==> src/inc/uefr_pkg.sv <==
`default_nettype none
package uefr_pkg;
    localparam int          UEFR_NUM_EP         = 4;
    localparam logic [7:0]  UEFR_ADDR_FNUM_LOW  = 8'hba;
    localparam logic [7:0]  UEFR_ADDR_IRQ_EN    = 8'hc2;
    localparam logic [7:0]  UEFR_ADDR_FIFO_DATA = 8'hcf;
    localparam logic [7:0]  UEFR_ADDR_FIFO_RST  = 8'hd5;
    localparam logic [7:0]  UEFR_ADDR_BYTE_CNT  = 8'he2;
    localparam logic [7:0]  UEFR_ADDR_IRQ_FLAGS = 8'hf8;
    localparam logic [3:0]  UEFR_EP_RESET       = 4'h0;
    localparam logic [7:0]  UEFR_BYTE_RESET     = 8'h00;
    localparam logic [6:0]  UEFR_CNT_RESET      = 7'h00;
    localparam int          UEFR_FIFO_DEPTH     = 64;

    // Register-side access from the core's special-function-register bus
    typedef struct packed {
        logic       wr;
        logic       rd;
        logic [7:0] addr;
        logic [7:0] wdata;
    } uefr_sfr_s;

    // Events from the serial engine, one cycle each
    typedef struct packed {
        logic [3:0] ep_event;
        logic       rx_valid;
        logic [1:0] rx_ep;
        logic [7:0] rx_byte;
        logic       rx_pkt_start;
        logic       sof_valid;
        logic [7:0] sof_frame_low;
    } uefr_link_s;
endpackage : uefr_pkg
`default_nettype wire

==> src/logic/uefr_regs.sv <==
// Behaviour
// - FIFO reset bits 0-3, upper read zero
// - Flag set on status event when enabled
// - Interrupt flag register read-only, resets zero
// - Enable bits 0-3, reset zero
// - Data window reaches selected endpoint FIFO
// - Byte count bits 6-0, bit7 zero
// - Frame number low read-only, resets zero
// - Status event raises interrupt only if enabled
`timescale 1ns/1ps
`default_nettype none
module uefr_regs
    import uefr_pkg::*;
#(
    parameter int DEPTH = UEFR_FIFO_DEPTH
) (
    input  wire logic       core_clk,
    input  wire logic       nrst,
    input  wire uefr_sfr_s  sfr,
    input  wire uefr_link_s link,
    input  wire logic [1:0] selected_endpoint,
    input  wire logic [3:0] irq_flag_clear,
    output logic      [7:0] rdata,
    output logic      [3:0] irq_flags,
    output logic      [3:0] fifo_clear_active
);
    localparam int AW = $clog2(DEPTH);

    // Pointers wrap at the depth; overflow is not guarded, so software must not overfill
    function automatic logic [AW-1:0] ptr_inc(
        input logic [AW-1:0] p
    );
        ptr_inc = p + AW'(1);
    endfunction : ptr_inc

    // Reserved upper bits of the four-endpoint registers always read zero
    function automatic logic [7:0] pad_nibble(
        input logic [3:0] v
    );
        pad_nibble = {4'h0, v};
    endfunction : pad_nibble

    logic [3:0]    fifo_rst;
    logic [3:0]    irq_en;
    logic [3:0]    irq_flag;
    logic [7:0]    frame_num_low_bits;
    logic [7:0]    fifo_mem [UEFR_NUM_EP][DEPTH];
    logic [AW-1:0] rd_ptr [UEFR_NUM_EP];
    logic [AW-1:0] wr_ptr [UEFR_NUM_EP];
    logic [6:0]    rx_byte_count [UEFR_NUM_EP];

    wire wr_fifo_rst = sfr.wr && sfr.addr == UEFR_ADDR_FIFO_RST;
    wire wr_irq_en   = sfr.wr && sfr.addr == UEFR_ADDR_IRQ_EN;
    wire wr_data     = sfr.wr && sfr.addr == UEFR_ADDR_FIFO_DATA;
    wire rd_data     = sfr.rd && sfr.addr == UEFR_ADDR_FIFO_DATA;
    wire [3:0] next_irq_flag = (irq_flag & ~irq_flag_clear) | (link.ep_event & irq_en);
    wire [7:0] fifo_byte = fifo_mem[selected_endpoint][rd_ptr[selected_endpoint]];

    function automatic logic [7:0] rd_mux(
        input logic [7:0] a,
        input logic [7:0] fb,
        input logic [6:0] cnt,
        input logic [3:0] rst,
        input logic [3:0] en,
        input logic [3:0] fl,
        input logic [7:0] fn
    );
        case (a)
            UEFR_ADDR_FIFO_RST:  rd_mux = pad_nibble(rst);
            UEFR_ADDR_IRQ_EN:    rd_mux = pad_nibble(en);
            UEFR_ADDR_IRQ_FLAGS: rd_mux = pad_nibble(fl);
            UEFR_ADDR_FIFO_DATA: rd_mux = fb;
            UEFR_ADDR_BYTE_CNT:  rd_mux = {1'b0, cnt};
            UEFR_ADDR_FNUM_LOW:  rd_mux = fn;
            default:             rd_mux = UEFR_BYTE_RESET;
        endcase
    endfunction : rd_mux

    wire [7:0] next_rdata = rd_mux(sfr.addr, fifo_byte, rx_byte_count[selected_endpoint],
                                   fifo_rst, irq_en, irq_flag, frame_num_low_bits);

    // Reset bits are plain storage; the pointer logic below watches them
    always_ff @(posedge core_clk) begin
        if (!nrst) begin
            fifo_rst <= UEFR_EP_RESET;
        end else if (wr_fifo_rst) begin
            fifo_rst <= sfr.wdata[3:0];
        end
    end

    always_ff @(posedge core_clk) begin
        if (!nrst) begin
            irq_en <= UEFR_EP_RESET;
        end else if (wr_irq_en) begin
            irq_en <= sfr.wdata[3:0];
        end
    end

    // No bus write path: the flags move only by link events and the clear input
    always_ff @(posedge core_clk) begin
        if (!nrst) begin
            irq_flag <= UEFR_EP_RESET;
        end else begin
            irq_flag <= next_irq_flag;
        end
    end

    always_ff @(posedge core_clk) begin
        if (!nrst) begin
            frame_num_low_bits <= UEFR_BYTE_RESET;
        end else if (link.sof_valid) begin
            frame_num_low_bits <= link.sof_frame_low;
        end
    end

    // Address decoded every cycle, so a read answers one edge later with no wait state
    always_ff @(posedge core_clk) begin
        if (!nrst) begin
            rdata <= UEFR_BYTE_RESET;
        end else begin
            rdata <= next_rdata;
        end
    end

    assign irq_flags         = irq_flag;
    assign fifo_clear_active = fifo_rst;

    // FIFO storage is not reset; its content reads undefined until written
    always_ff @(posedge core_clk) begin
        if (wr_data) fifo_mem[selected_endpoint][wr_ptr[selected_endpoint]] <= sfr.wdata;
        if (link.rx_valid) fifo_mem[link.rx_ep][wr_ptr[link.rx_ep]] <= link.rx_byte;
    end

    // Pointers held clear while the reset bit stands, so set-then-clear empties it
    for (genvar e = 0; e < UEFR_NUM_EP; e++) begin : g_ep
        wire lw = link.rx_valid && link.rx_ep == 2'(e);
        wire sw = wr_data && selected_endpoint == 2'(e) && !lw;
        wire sr = rd_data && selected_endpoint == 2'(e);
        always_ff @(posedge core_clk) begin
            if (!nrst || fifo_rst[e]) begin
                rd_ptr[e]        <= '0;
                wr_ptr[e]        <= '0;
                rx_byte_count[e] <= UEFR_CNT_RESET;
            end else begin
                if (lw || sw) begin
                    wr_ptr[e] <= ptr_inc(wr_ptr[e]);
                end
                if (sr) begin
                    rd_ptr[e] <= ptr_inc(rd_ptr[e]);
                end
                if (link.rx_pkt_start && link.rx_ep == 2'(e)) begin
                    rx_byte_count[e] <= lw ? 7'h01 : UEFR_CNT_RESET;
                end else if (lw) begin
                    rx_byte_count[e] <= rx_byte_count[e] + 7'h01;
                end
            end
        end
    end

    a_flag_set: assert property (@(posedge core_clk) disable iff (!nrst)
        (link.ep_event[0] && irq_en[0]) |=> irq_flags[0])
        else $error("flag not set");

    // A flag event in the same cycle as a clear must survive
    a_set_wins: assert property (@(posedge core_clk) disable iff (!nrst)
        (link.ep_event[3] && irq_en[3] && irq_flag_clear[3]) |=> irq_flags[3])
        else $error("clear beat a flag event");

    a_flag_gate: assert property (@(posedge core_clk) disable iff (!nrst)
        (!irq_flag[1] && !(link.ep_event[1] && irq_en[1])) |=> !irq_flags[1])
        else $error("flag set unasked");

    a_flag_hold: assert property (@(posedge core_clk) disable iff (!nrst)
        (irq_flag[2] && !irq_flag_clear[2]) |=> irq_flags[2])
        else $error("flag dropped");

    a_flag_clear: assert property (@(posedge core_clk) disable iff (!nrst)
        (irq_flag_clear[0] && !(link.ep_event[0] && irq_en[0])) |=> !irq_flags[0])
        else $error("flag not cleared");

    a_flags_ro: assert property (@(posedge core_clk) disable iff (!nrst)
        (sfr.wr && sfr.addr == UEFR_ADDR_IRQ_FLAGS && link.ep_event == 4'h0 && irq_flag_clear == 4'h0)
        |=> irq_flags == $past(irq_flags))
        else $error("flag register written");

    a_reset_out: assert property (@(posedge core_clk)
        !nrst |=> (rdata == UEFR_BYTE_RESET && irq_flags == UEFR_EP_RESET
                   && fifo_clear_active == UEFR_EP_RESET))
        else $error("outputs not cleared by reset");

    a_upper_zero: assert property (@(posedge core_clk) disable iff (!nrst)
        (sfr.addr == UEFR_ADDR_IRQ_FLAGS || sfr.addr == UEFR_ADDR_FIFO_RST) |=> rdata[7:4] == 4'h0)
        else $error("upper bits set");

    a_en_write: assert property (@(posedge core_clk) disable iff (!nrst)
        wr_irq_en |=> irq_en == $past(sfr.wdata[3:0]))
        else $error("enable not written");

    a_cnt_bit7: assert property (@(posedge core_clk) disable iff (!nrst)
        sfr.addr == UEFR_ADDR_BYTE_CNT |=> !rdata[7])
        else $error("count bit7 set");

    a_cnt_start: assert property (@(posedge core_clk) disable iff (!nrst)
        (link.rx_pkt_start && !link.rx_valid && link.rx_ep == 2'h2 && !fifo_rst[2])
        |=> rx_byte_count[2] == UEFR_CNT_RESET)
        else $error("count not restarted");

    a_frame_low: assert property (@(posedge core_clk) disable iff (!nrst)
        link.sof_valid |=> frame_num_low_bits == $past(link.sof_frame_low))
        else $error("frame not taken");

    a_fifo_clear: assert property (@(posedge core_clk) disable iff (!nrst)
        fifo_rst[0] |=> rd_ptr[0] == '0 && wr_ptr[0] == '0 && rx_byte_count[0] == 7'h00)
        else $error("fifo not cleared");

    a_rst_reg: assert property (@(posedge core_clk) disable iff (!nrst)
        wr_fifo_rst |=> fifo_rst == $past(sfr.wdata[3:0]))
        else $error("fifo reset not written");

    a_data_read: assert property (@(posedge core_clk) disable iff (!nrst)
        rd_data |=> rdata == $past(fifo_byte))
        else $error("data read wrong");

    c_flag: cover property (@(posedge core_clk) link.ep_event[0] && irq_en[0]);
    c_rx: cover property (@(posedge core_clk) link.rx_valid ##2 link.rx_valid);
    c_clear: cover property (@(posedge core_clk) fifo_rst[1] ##1 !fifo_rst[1]);
    c_set_wins: cover property (@(posedge core_clk) link.ep_event[3] && irq_en[3] && irq_flag_clear[3]);
    c_sw_read: cover property (@(posedge core_clk) rd_data && selected_endpoint == 2'h1);
endmodule : uefr_regs
`default_nettype wire

==> config.mk <==
export PLATFORM = sky130hd
export DESIGN_NAME = uefr_regs
export DESIGN_NICKNAME = d
export VERILOG_FILES = /design/src/inc/uefr_pkg.sv /design/src/logic/uefr_regs.sv
export SDC_FILE = /design/constraint.sdc
export NUM_CORES = 2
export LEC_CHECK = 0
export BUFFER_PORTS_ARGS = -buffer_cell sky130_fd_sc_hd__buf_4
export CELL_PAD_IN_SITES_DETAIL_PLACEMENT = 0
export CELL_PAD_IN_SITES_GLOBAL_PLACEMENT = 1
export CORE_MARGIN = 10
export CORE_UTILIZATION = 30
export DETAILED_ROUTE_END_ITERATION = 8
export PLACE_DENSITY_LB_ADDON = 0.08
export SYNTH_ARGS = -nofsm -noshare
export SYNTH_HDL_FRONTEND = slang
export SYNTH_SLANG_ARGS = --single-unit
==> constraint.sdc <==
create_clock -name core_clk -period 8.4 [get_ports core_clk]
set_clock_uncertainty 0.2 [all_clocks]
set_input_delay 1.26 -clock core_clk [delete_from_list [all_inputs] [get_ports core_clk]]
set_output_delay 1.26 -clock core_clk [all_outputs]
set_load 0.02 [all_outputs]
### After elaboration in Yosys (flattened, before gate mapping)

Memory sizes are Yosys's and may differ from the RTL's.
Index checks and enable logic that the tools add are counted.

* register bits: 28
* bits in writable memories: 2124
* input port bits: 51
* output and inout bits: 16
* word-level logic and storage cells: 194
* memories kept: 4

Memory list
* fifo_mem: words 4, bits a word 512, read ports 1, clocked after memory_dff 0, wr ports 2, line uefr_regs.sv:47 `logic [7:0] fifo_mem [UEFR_NUM_EP][DEPTH];`
* rx_byte_count: words 4, bits a word 7, read ports 5, clocked after memory_dff 0, wr ports 4, line uefr_regs.sv:50 `logic [6:0] rx_byte_count [UEFR_NUM_EP];`
* rd_ptr: words 4, bits a word 6, read ports 5, clocked after memory_dff 0, wr ports 4, line uefr_regs.sv:48 `logic [AW-1:0] rd_ptr [UEFR_NUM_EP];`
* wr_ptr: words 4, bits a word 6, read ports 6, clocked after memory_dff 0, wr ports 4, line uefr_regs.sv:49 `logic [AW-1:0] wr_ptr [UEFR_NUM_EP];`

* $add $sub $neg: 12
* order comparisons: 5
* equal/unequal tests: 12
* muxes and demuxes: 92
* bitwise gates (word level): 23
* reductions and logical operators: 41

Operators with widths (number)
* two-way mux 512 bit: 2
* demux 8 bit (select 6 bit): 2
* two-way mux 1 bit: 66
* two-way mux 7 bit: 8
* adder 6 x 1 -> 6 bit, second input constant: 8
* binary-select mux 8 bit (select 6 bit): 1
* == test 8 bit, second input constant: 6
* two-way mux 6 bit: 8
* one-hot mux 8 bit (6 select lines): 1
* two-way mux 8 bit: 4
* adder 7 x 1 -> 7 bit, second input constant: 4
* logical AND 1 bit: 26
* >= comparator 7 bit, second input constant: 3
* inverter 6 -> 7 bit: 3
* bitwise OR 1 bit: 16
* less-than comparator 7 x 1 -> 1 bit, second input constant: 2
* AND 4 bit: 2
* == test 2 bit, second input constant: 4
* logical OR 1 bit: 8
* zero test 1 bit: 5
* == test 2 x 1 -> 1 bit, second input constant: 2
* zero test 2 bit: 2
* inverter 4 bit: 1
* bitwise OR 4 bit: 1

### Depth between registers and ports, before layout

* word-level depth: 9
* depth in mapped cells: 12
* mapped depth without buffers: 7

### Worst setup path before layout

Ideal clock, no wire load.

* path type: input -> register
* from: input selected_endpoint[0]
* to: memory fifo_mem[0][480] (netlist name), enable pin
* setup time: 384 ps
* arrival: 3934 ps
* required time: 7816 ps
* setup slack: 3882 ps
* stages on the path: 8
* path buffers: 4
* path through: buf_2 buf_4 buf_4 buf_2 mux4_2 nor3_1 nand2_1 o21ai_0

RTL lines
* start, declared: line uefr_regs.sv:21 `input wire logic [1:0] selected_endpoint,`
* end, declared: line uefr_regs.sv:47

### Worst setup path in the final report

* from: input selected_endpoint[1]
* to: register rdata[7]

* cells in the longest elaborated chain, start to end: 6
* elaborated cells on any way between the ends: 7
* those cells by class: mux: 4; bitwise: 1; memory: 2

RTL lines
* memory (4 x 6 bit)
* inverter 6 -> 7 bit (implied by the code): line uefr_regs.sv:57 `wire [7:0] fifo_byte = fifo_mem[selected_endpoint][rd_ptr[selected_endpoint]];`
* binary-select mux 8 bit (select 6 bit) *: line uefr_regs.sv:57
* two-way mux 8 bit (implied by the code) * (2 in a row): line uefr_regs.sv:57
* one-hot mux 8 bit (6 select lines) *: line uefr_regs.sv:68 `case (a)`
* end signal, assigned: line uefr_regs.sv:121 `rdata <= next_rdata;`
* end, declared: line uefr_regs.sv:23 `output logic [7:0] rdata,`

Mark *: on every way between the ends. The rest lies on a longest branch, timed or not. The select of a mux whose other input is x is not followed.
A chain may end at the register's enable or synchronous reset.

==> qor.csv <==
stage;metric;value;unit
sta;tightest_slew;1.62;ns
cells_and_area;register_area;0.0643;mm²
clock_tree;cts_buffer_depth;4;
drt;wl;422000;µm
outcome;status;complete, but fails checks;
yosys;yosysWarnings;0;
clock_tree;h-tree-depth;5;
drt;wire_per_inst;34.9;µm
clock_tree;holdBufCountCts;0;
cells_and_area;final_cell_area;0.128;mm²
cells_and_area;layout.nets;6941;
sta;rsz0062_at_grt;false;
sta;finalSetupViolCount;0;
place;postPlaceCellArea;0.119;mm²
die;start_util;30.1;%
cells_and_area;area_delta_synth_final;12.9;%
clock_tree;cts_tree;built;
power_and_ir_drop;vdd_drop_max;0.136;mV
cells_and_area;fill_cells;35900;
die;die-width;634;µm
worst_setup_path;critPathKind;input port to flop;
drt;drc;0;
place;post-place-ws;1.59;ns
worst_setup_path;cp.arrival;6.70;ns
die;design.core.area;0.375;mm²
clock_tree;post_cts_buffers;0;
worst_setup_path;crit_required;8.99;ns
global_routing;grt_overflow;0;
worst_setup_path;worst_path_max_delay_cell;o311ai_0;
yosys;synth_edf_count;2124;
sta;min_period;6.11;ns
power_and_ir_drop;powerDensity;205;mW/mm²
drt;antenna_left;0;
die;rows;225;
sta;period_share;72.7;%
sta;fin_setup_tns;0;ns
clock_tree;cts.sinks;2152;
worst_setup_path;start_kind;input port;
worst_setup_path;rrSetupSlack;2.93;ns
sta;slew_headroom;-9.08;%
yosys;yosys_most_used_dff;edfxtp_1;
power_and_ir_drop;fin_total_pwr;0.0261;W
die;die_h;634;µm
yosys;syn_area;0.113;mm²
global_routing;grt_pass1_vias;67900;
worst_setup_path;cp_max_fo;75;
yosys;syn_nets;7161;
global_routing;grt_max_degree;125;
sta;slew_violations;2;
yosys;synth_cell_types;60;
yosys;syn_area_per_cell;15.9;µm²
worst_setup_path;r2r-end;rdata[7]$_SDFF_PN0_;
yosys;synth_cells;7098;
die;die_area;0.401;mm²
outcome;violations;capacitance limit, slew limit;
clock_tree;cts_root_buffer;clkbuf_16;
worst_setup_path;max_stage_delay;1.36;ns
global_routing;antenna_found_initial;18;
flow_run;maxCapViolCount;1;
hold_path;hp-class;flop to flop;
hold_path;min_path_cells;2;
cells_and_area;multi_input_area;0.0458;mm²
sta;final.setup.worst_slack;2.29;ns
yosys;yosys_register_bits;2152;
worst_setup_path;path_cells;buf_8 -> mux4_4 -> buf_12 -> buf_12 -> mux2_2 -> o211ai_1 -> a21oi_1 -> o311ai_0 -> buf_4 -> nand4_1;
place;gp_congestion;0.792;
hold_path;holdPathEnd;irq_flags[2]$_SDFF_PN0_;
global_routing;grt_pass1_wl;585000;µm
place;portBuffers;66;
hold_path;min_from;irq_en[2]$_SDFFE_PN0P_;
worst_setup_path;reg2reg_depth;9;
worst_setup_path;cpMostUsedCell;buf_12;
drt;first_iter_violations;5385;
place;post-dp-hpwl;254000;µm
cells_and_area;drive_gt1_share;48.7;%
power_and_ir_drop;p_leak;39.4;nW
sta;hold_viol;0;
worst_setup_path;r2r_start;rd_ptr[1][0]$_SDFFCE_PN0P_;
die;ios;67;
yosys;ys_seq_area_share;57.0;%
place;place_inst;11600;
clock_tree;clk_latency;0.91;ns
global_routing;gr-usage-all-layers;20.5;%
worst_setup_path;crit_path_end_kind;flop;
yosys;ys_async_sr_fraction;0;%
clock_tree;numCtsBuffers;275;
cells_and_area;final-instance-count-excl-fill;12100;
clock_tree;clkTransAtPathRegs;0.06;ns
drt;via_per_inst;5.44;
sta;fmax;0.164;GHz
drt;drtPass1Iterations;6;
clock_tree;cts.repair.resized;0;
drt;num_vias;65800;
[metal layers]
metal / part of all wire (%) / track usage, % / routed length (µm)
met5: 0.013 / 0 / 55
met4: 2.6 / 4.95 / 10800
met3: 4.9 / 3.13 / 20800
met2: 48 / 34.0 / 203000
met1: 44 / 28.1 / 188000
[final cells by class]
| type | count | area share [%] |
|---|---|---|
| Inverter | 12 | 0.0353 |
| Clock buffer | 358 | 5.89 |
| Multi-Input combinational cell | 4201 | 36.0 |
| Sequential cell | 2152 | 50.5 |
| Timing Repair Buffer | 236 | 1.78 |
| Tap cell | 4994 | 4.90 |
| Antenna cell | 7 | 0.0137 |
| Clock inverter | 134 | 0.964 |
[metrics by stage]
step | util, % | hold slack (ns)
after floorplan | - | 0.251
after global placement | 31.6 | 0.308
after detailed placement | 31.6 | 0.312
after CTS | 34.0 | 0.314
after global routing | 34.0 | 0.340
final | 34.0 | 0.312
[worst max path at each step]
| stage | start | endpoint | slack, ns | cells after the start |
|---|---|---|---|---|
| floorplan | selected_endpoint[0] | fifo_mem[0][480]$_DFFE_PP_ | 3.88 | 8 |
| global placement | selected_endpoint[1] | rdata[7]$_SDFF_PN0_ | 1.60 | 10 |
| detailed placement | selected_endpoint[1] | rdata[7]$_SDFF_PN0_ | 1.59 | 10 |
| CTS | selected_endpoint[1] | rdata[7]$_SDFF_PN0_ | 2.59 | 10 |
| global route | selected_endpoint[1] | rdata[7]$_SDFF_PN0_ | 2.39 | 10 |
| finish | selected_endpoint[1] | rdata[7]$_SDFF_PN0_ | 2.29 | 10 |
[cell usage after synthesis, types with 48 or more instances]
cell type / number / area, µm²
edfxtp_1: 2124 / 63800
o21ai_0: 112 / 561
o211ai_1: 48 / 360
mux2i_1: 236 / 2360
nor2_1: 149 / 559
nand3_1: 88 / 440
nand2_1: 260 / 976
o22ai_1: 164 / 1030
mux2_2: 2071 / 23300
mux4_2: 537 / 12100
buf_2: 101 / 505
clkbuf_1: 572 / 2150
nor2_2: 166 / 1040
[state kept, by name, indices dropped and copies added, names as in the netlist, 8 cells and up]
signal              cells
frame_num_low_bits      8
rdata                   8
rx_byte_count          28
wr_ptr                 24
fifo_mem             2048
rd_ptr                 24
[layout by cell type, fill, tap and decap left out, types with 26 or more instances in the layout]
cell type / instances
a21oi_1: 29
a22oi_1: 35
buf_12: 29
buf_4: 181
clkbuf_1: 66
clkbuf_16: 288
clkinv_1: 57
clkinv_2: 37
dfxtp_1: 28
edfxtp_1: 2124
mux2_1: 34
mux2_2: 2071
mux2i_1: 236
mux4_2: 534
nand2_1: 258
nand3_1: 88
nor2_1: 132
nor2_2: 177
nor2b_1: 29
o211ai_1: 48
o21ai_0: 85
o21ai_1: 26
o22ai_1: 164
xnor2_1: 28
[logic make-up after synthesis]
logic type | share of synthesized area, %
adder cells (fa/ha/maj) | 0.133
multiplexers | 33.8
buffers and inverters | 2.63
AND/OR/NAND/NOR | 3.47
flip-flops | 57.0
AO/OA/AOI/OAI | 2.62
XOR/XNOR | 0.403
[report_power, final]
group,switching (W),internal (W)
sequential,0.0000319,0.0118
clock,0.00490,0.00694
combinational,0.00155,0.000877
total,0.00649,0.0197
[worst max-delay path: cells and delay by family]
kind	cells	cell delay (ns)
and+or+nand+nor	1	0.08
muxes	2	1.45
AOI/OAI and AO/OA	3	1.86
buffers and inverters	4	1.70
(Power assumes the default switching activity.)
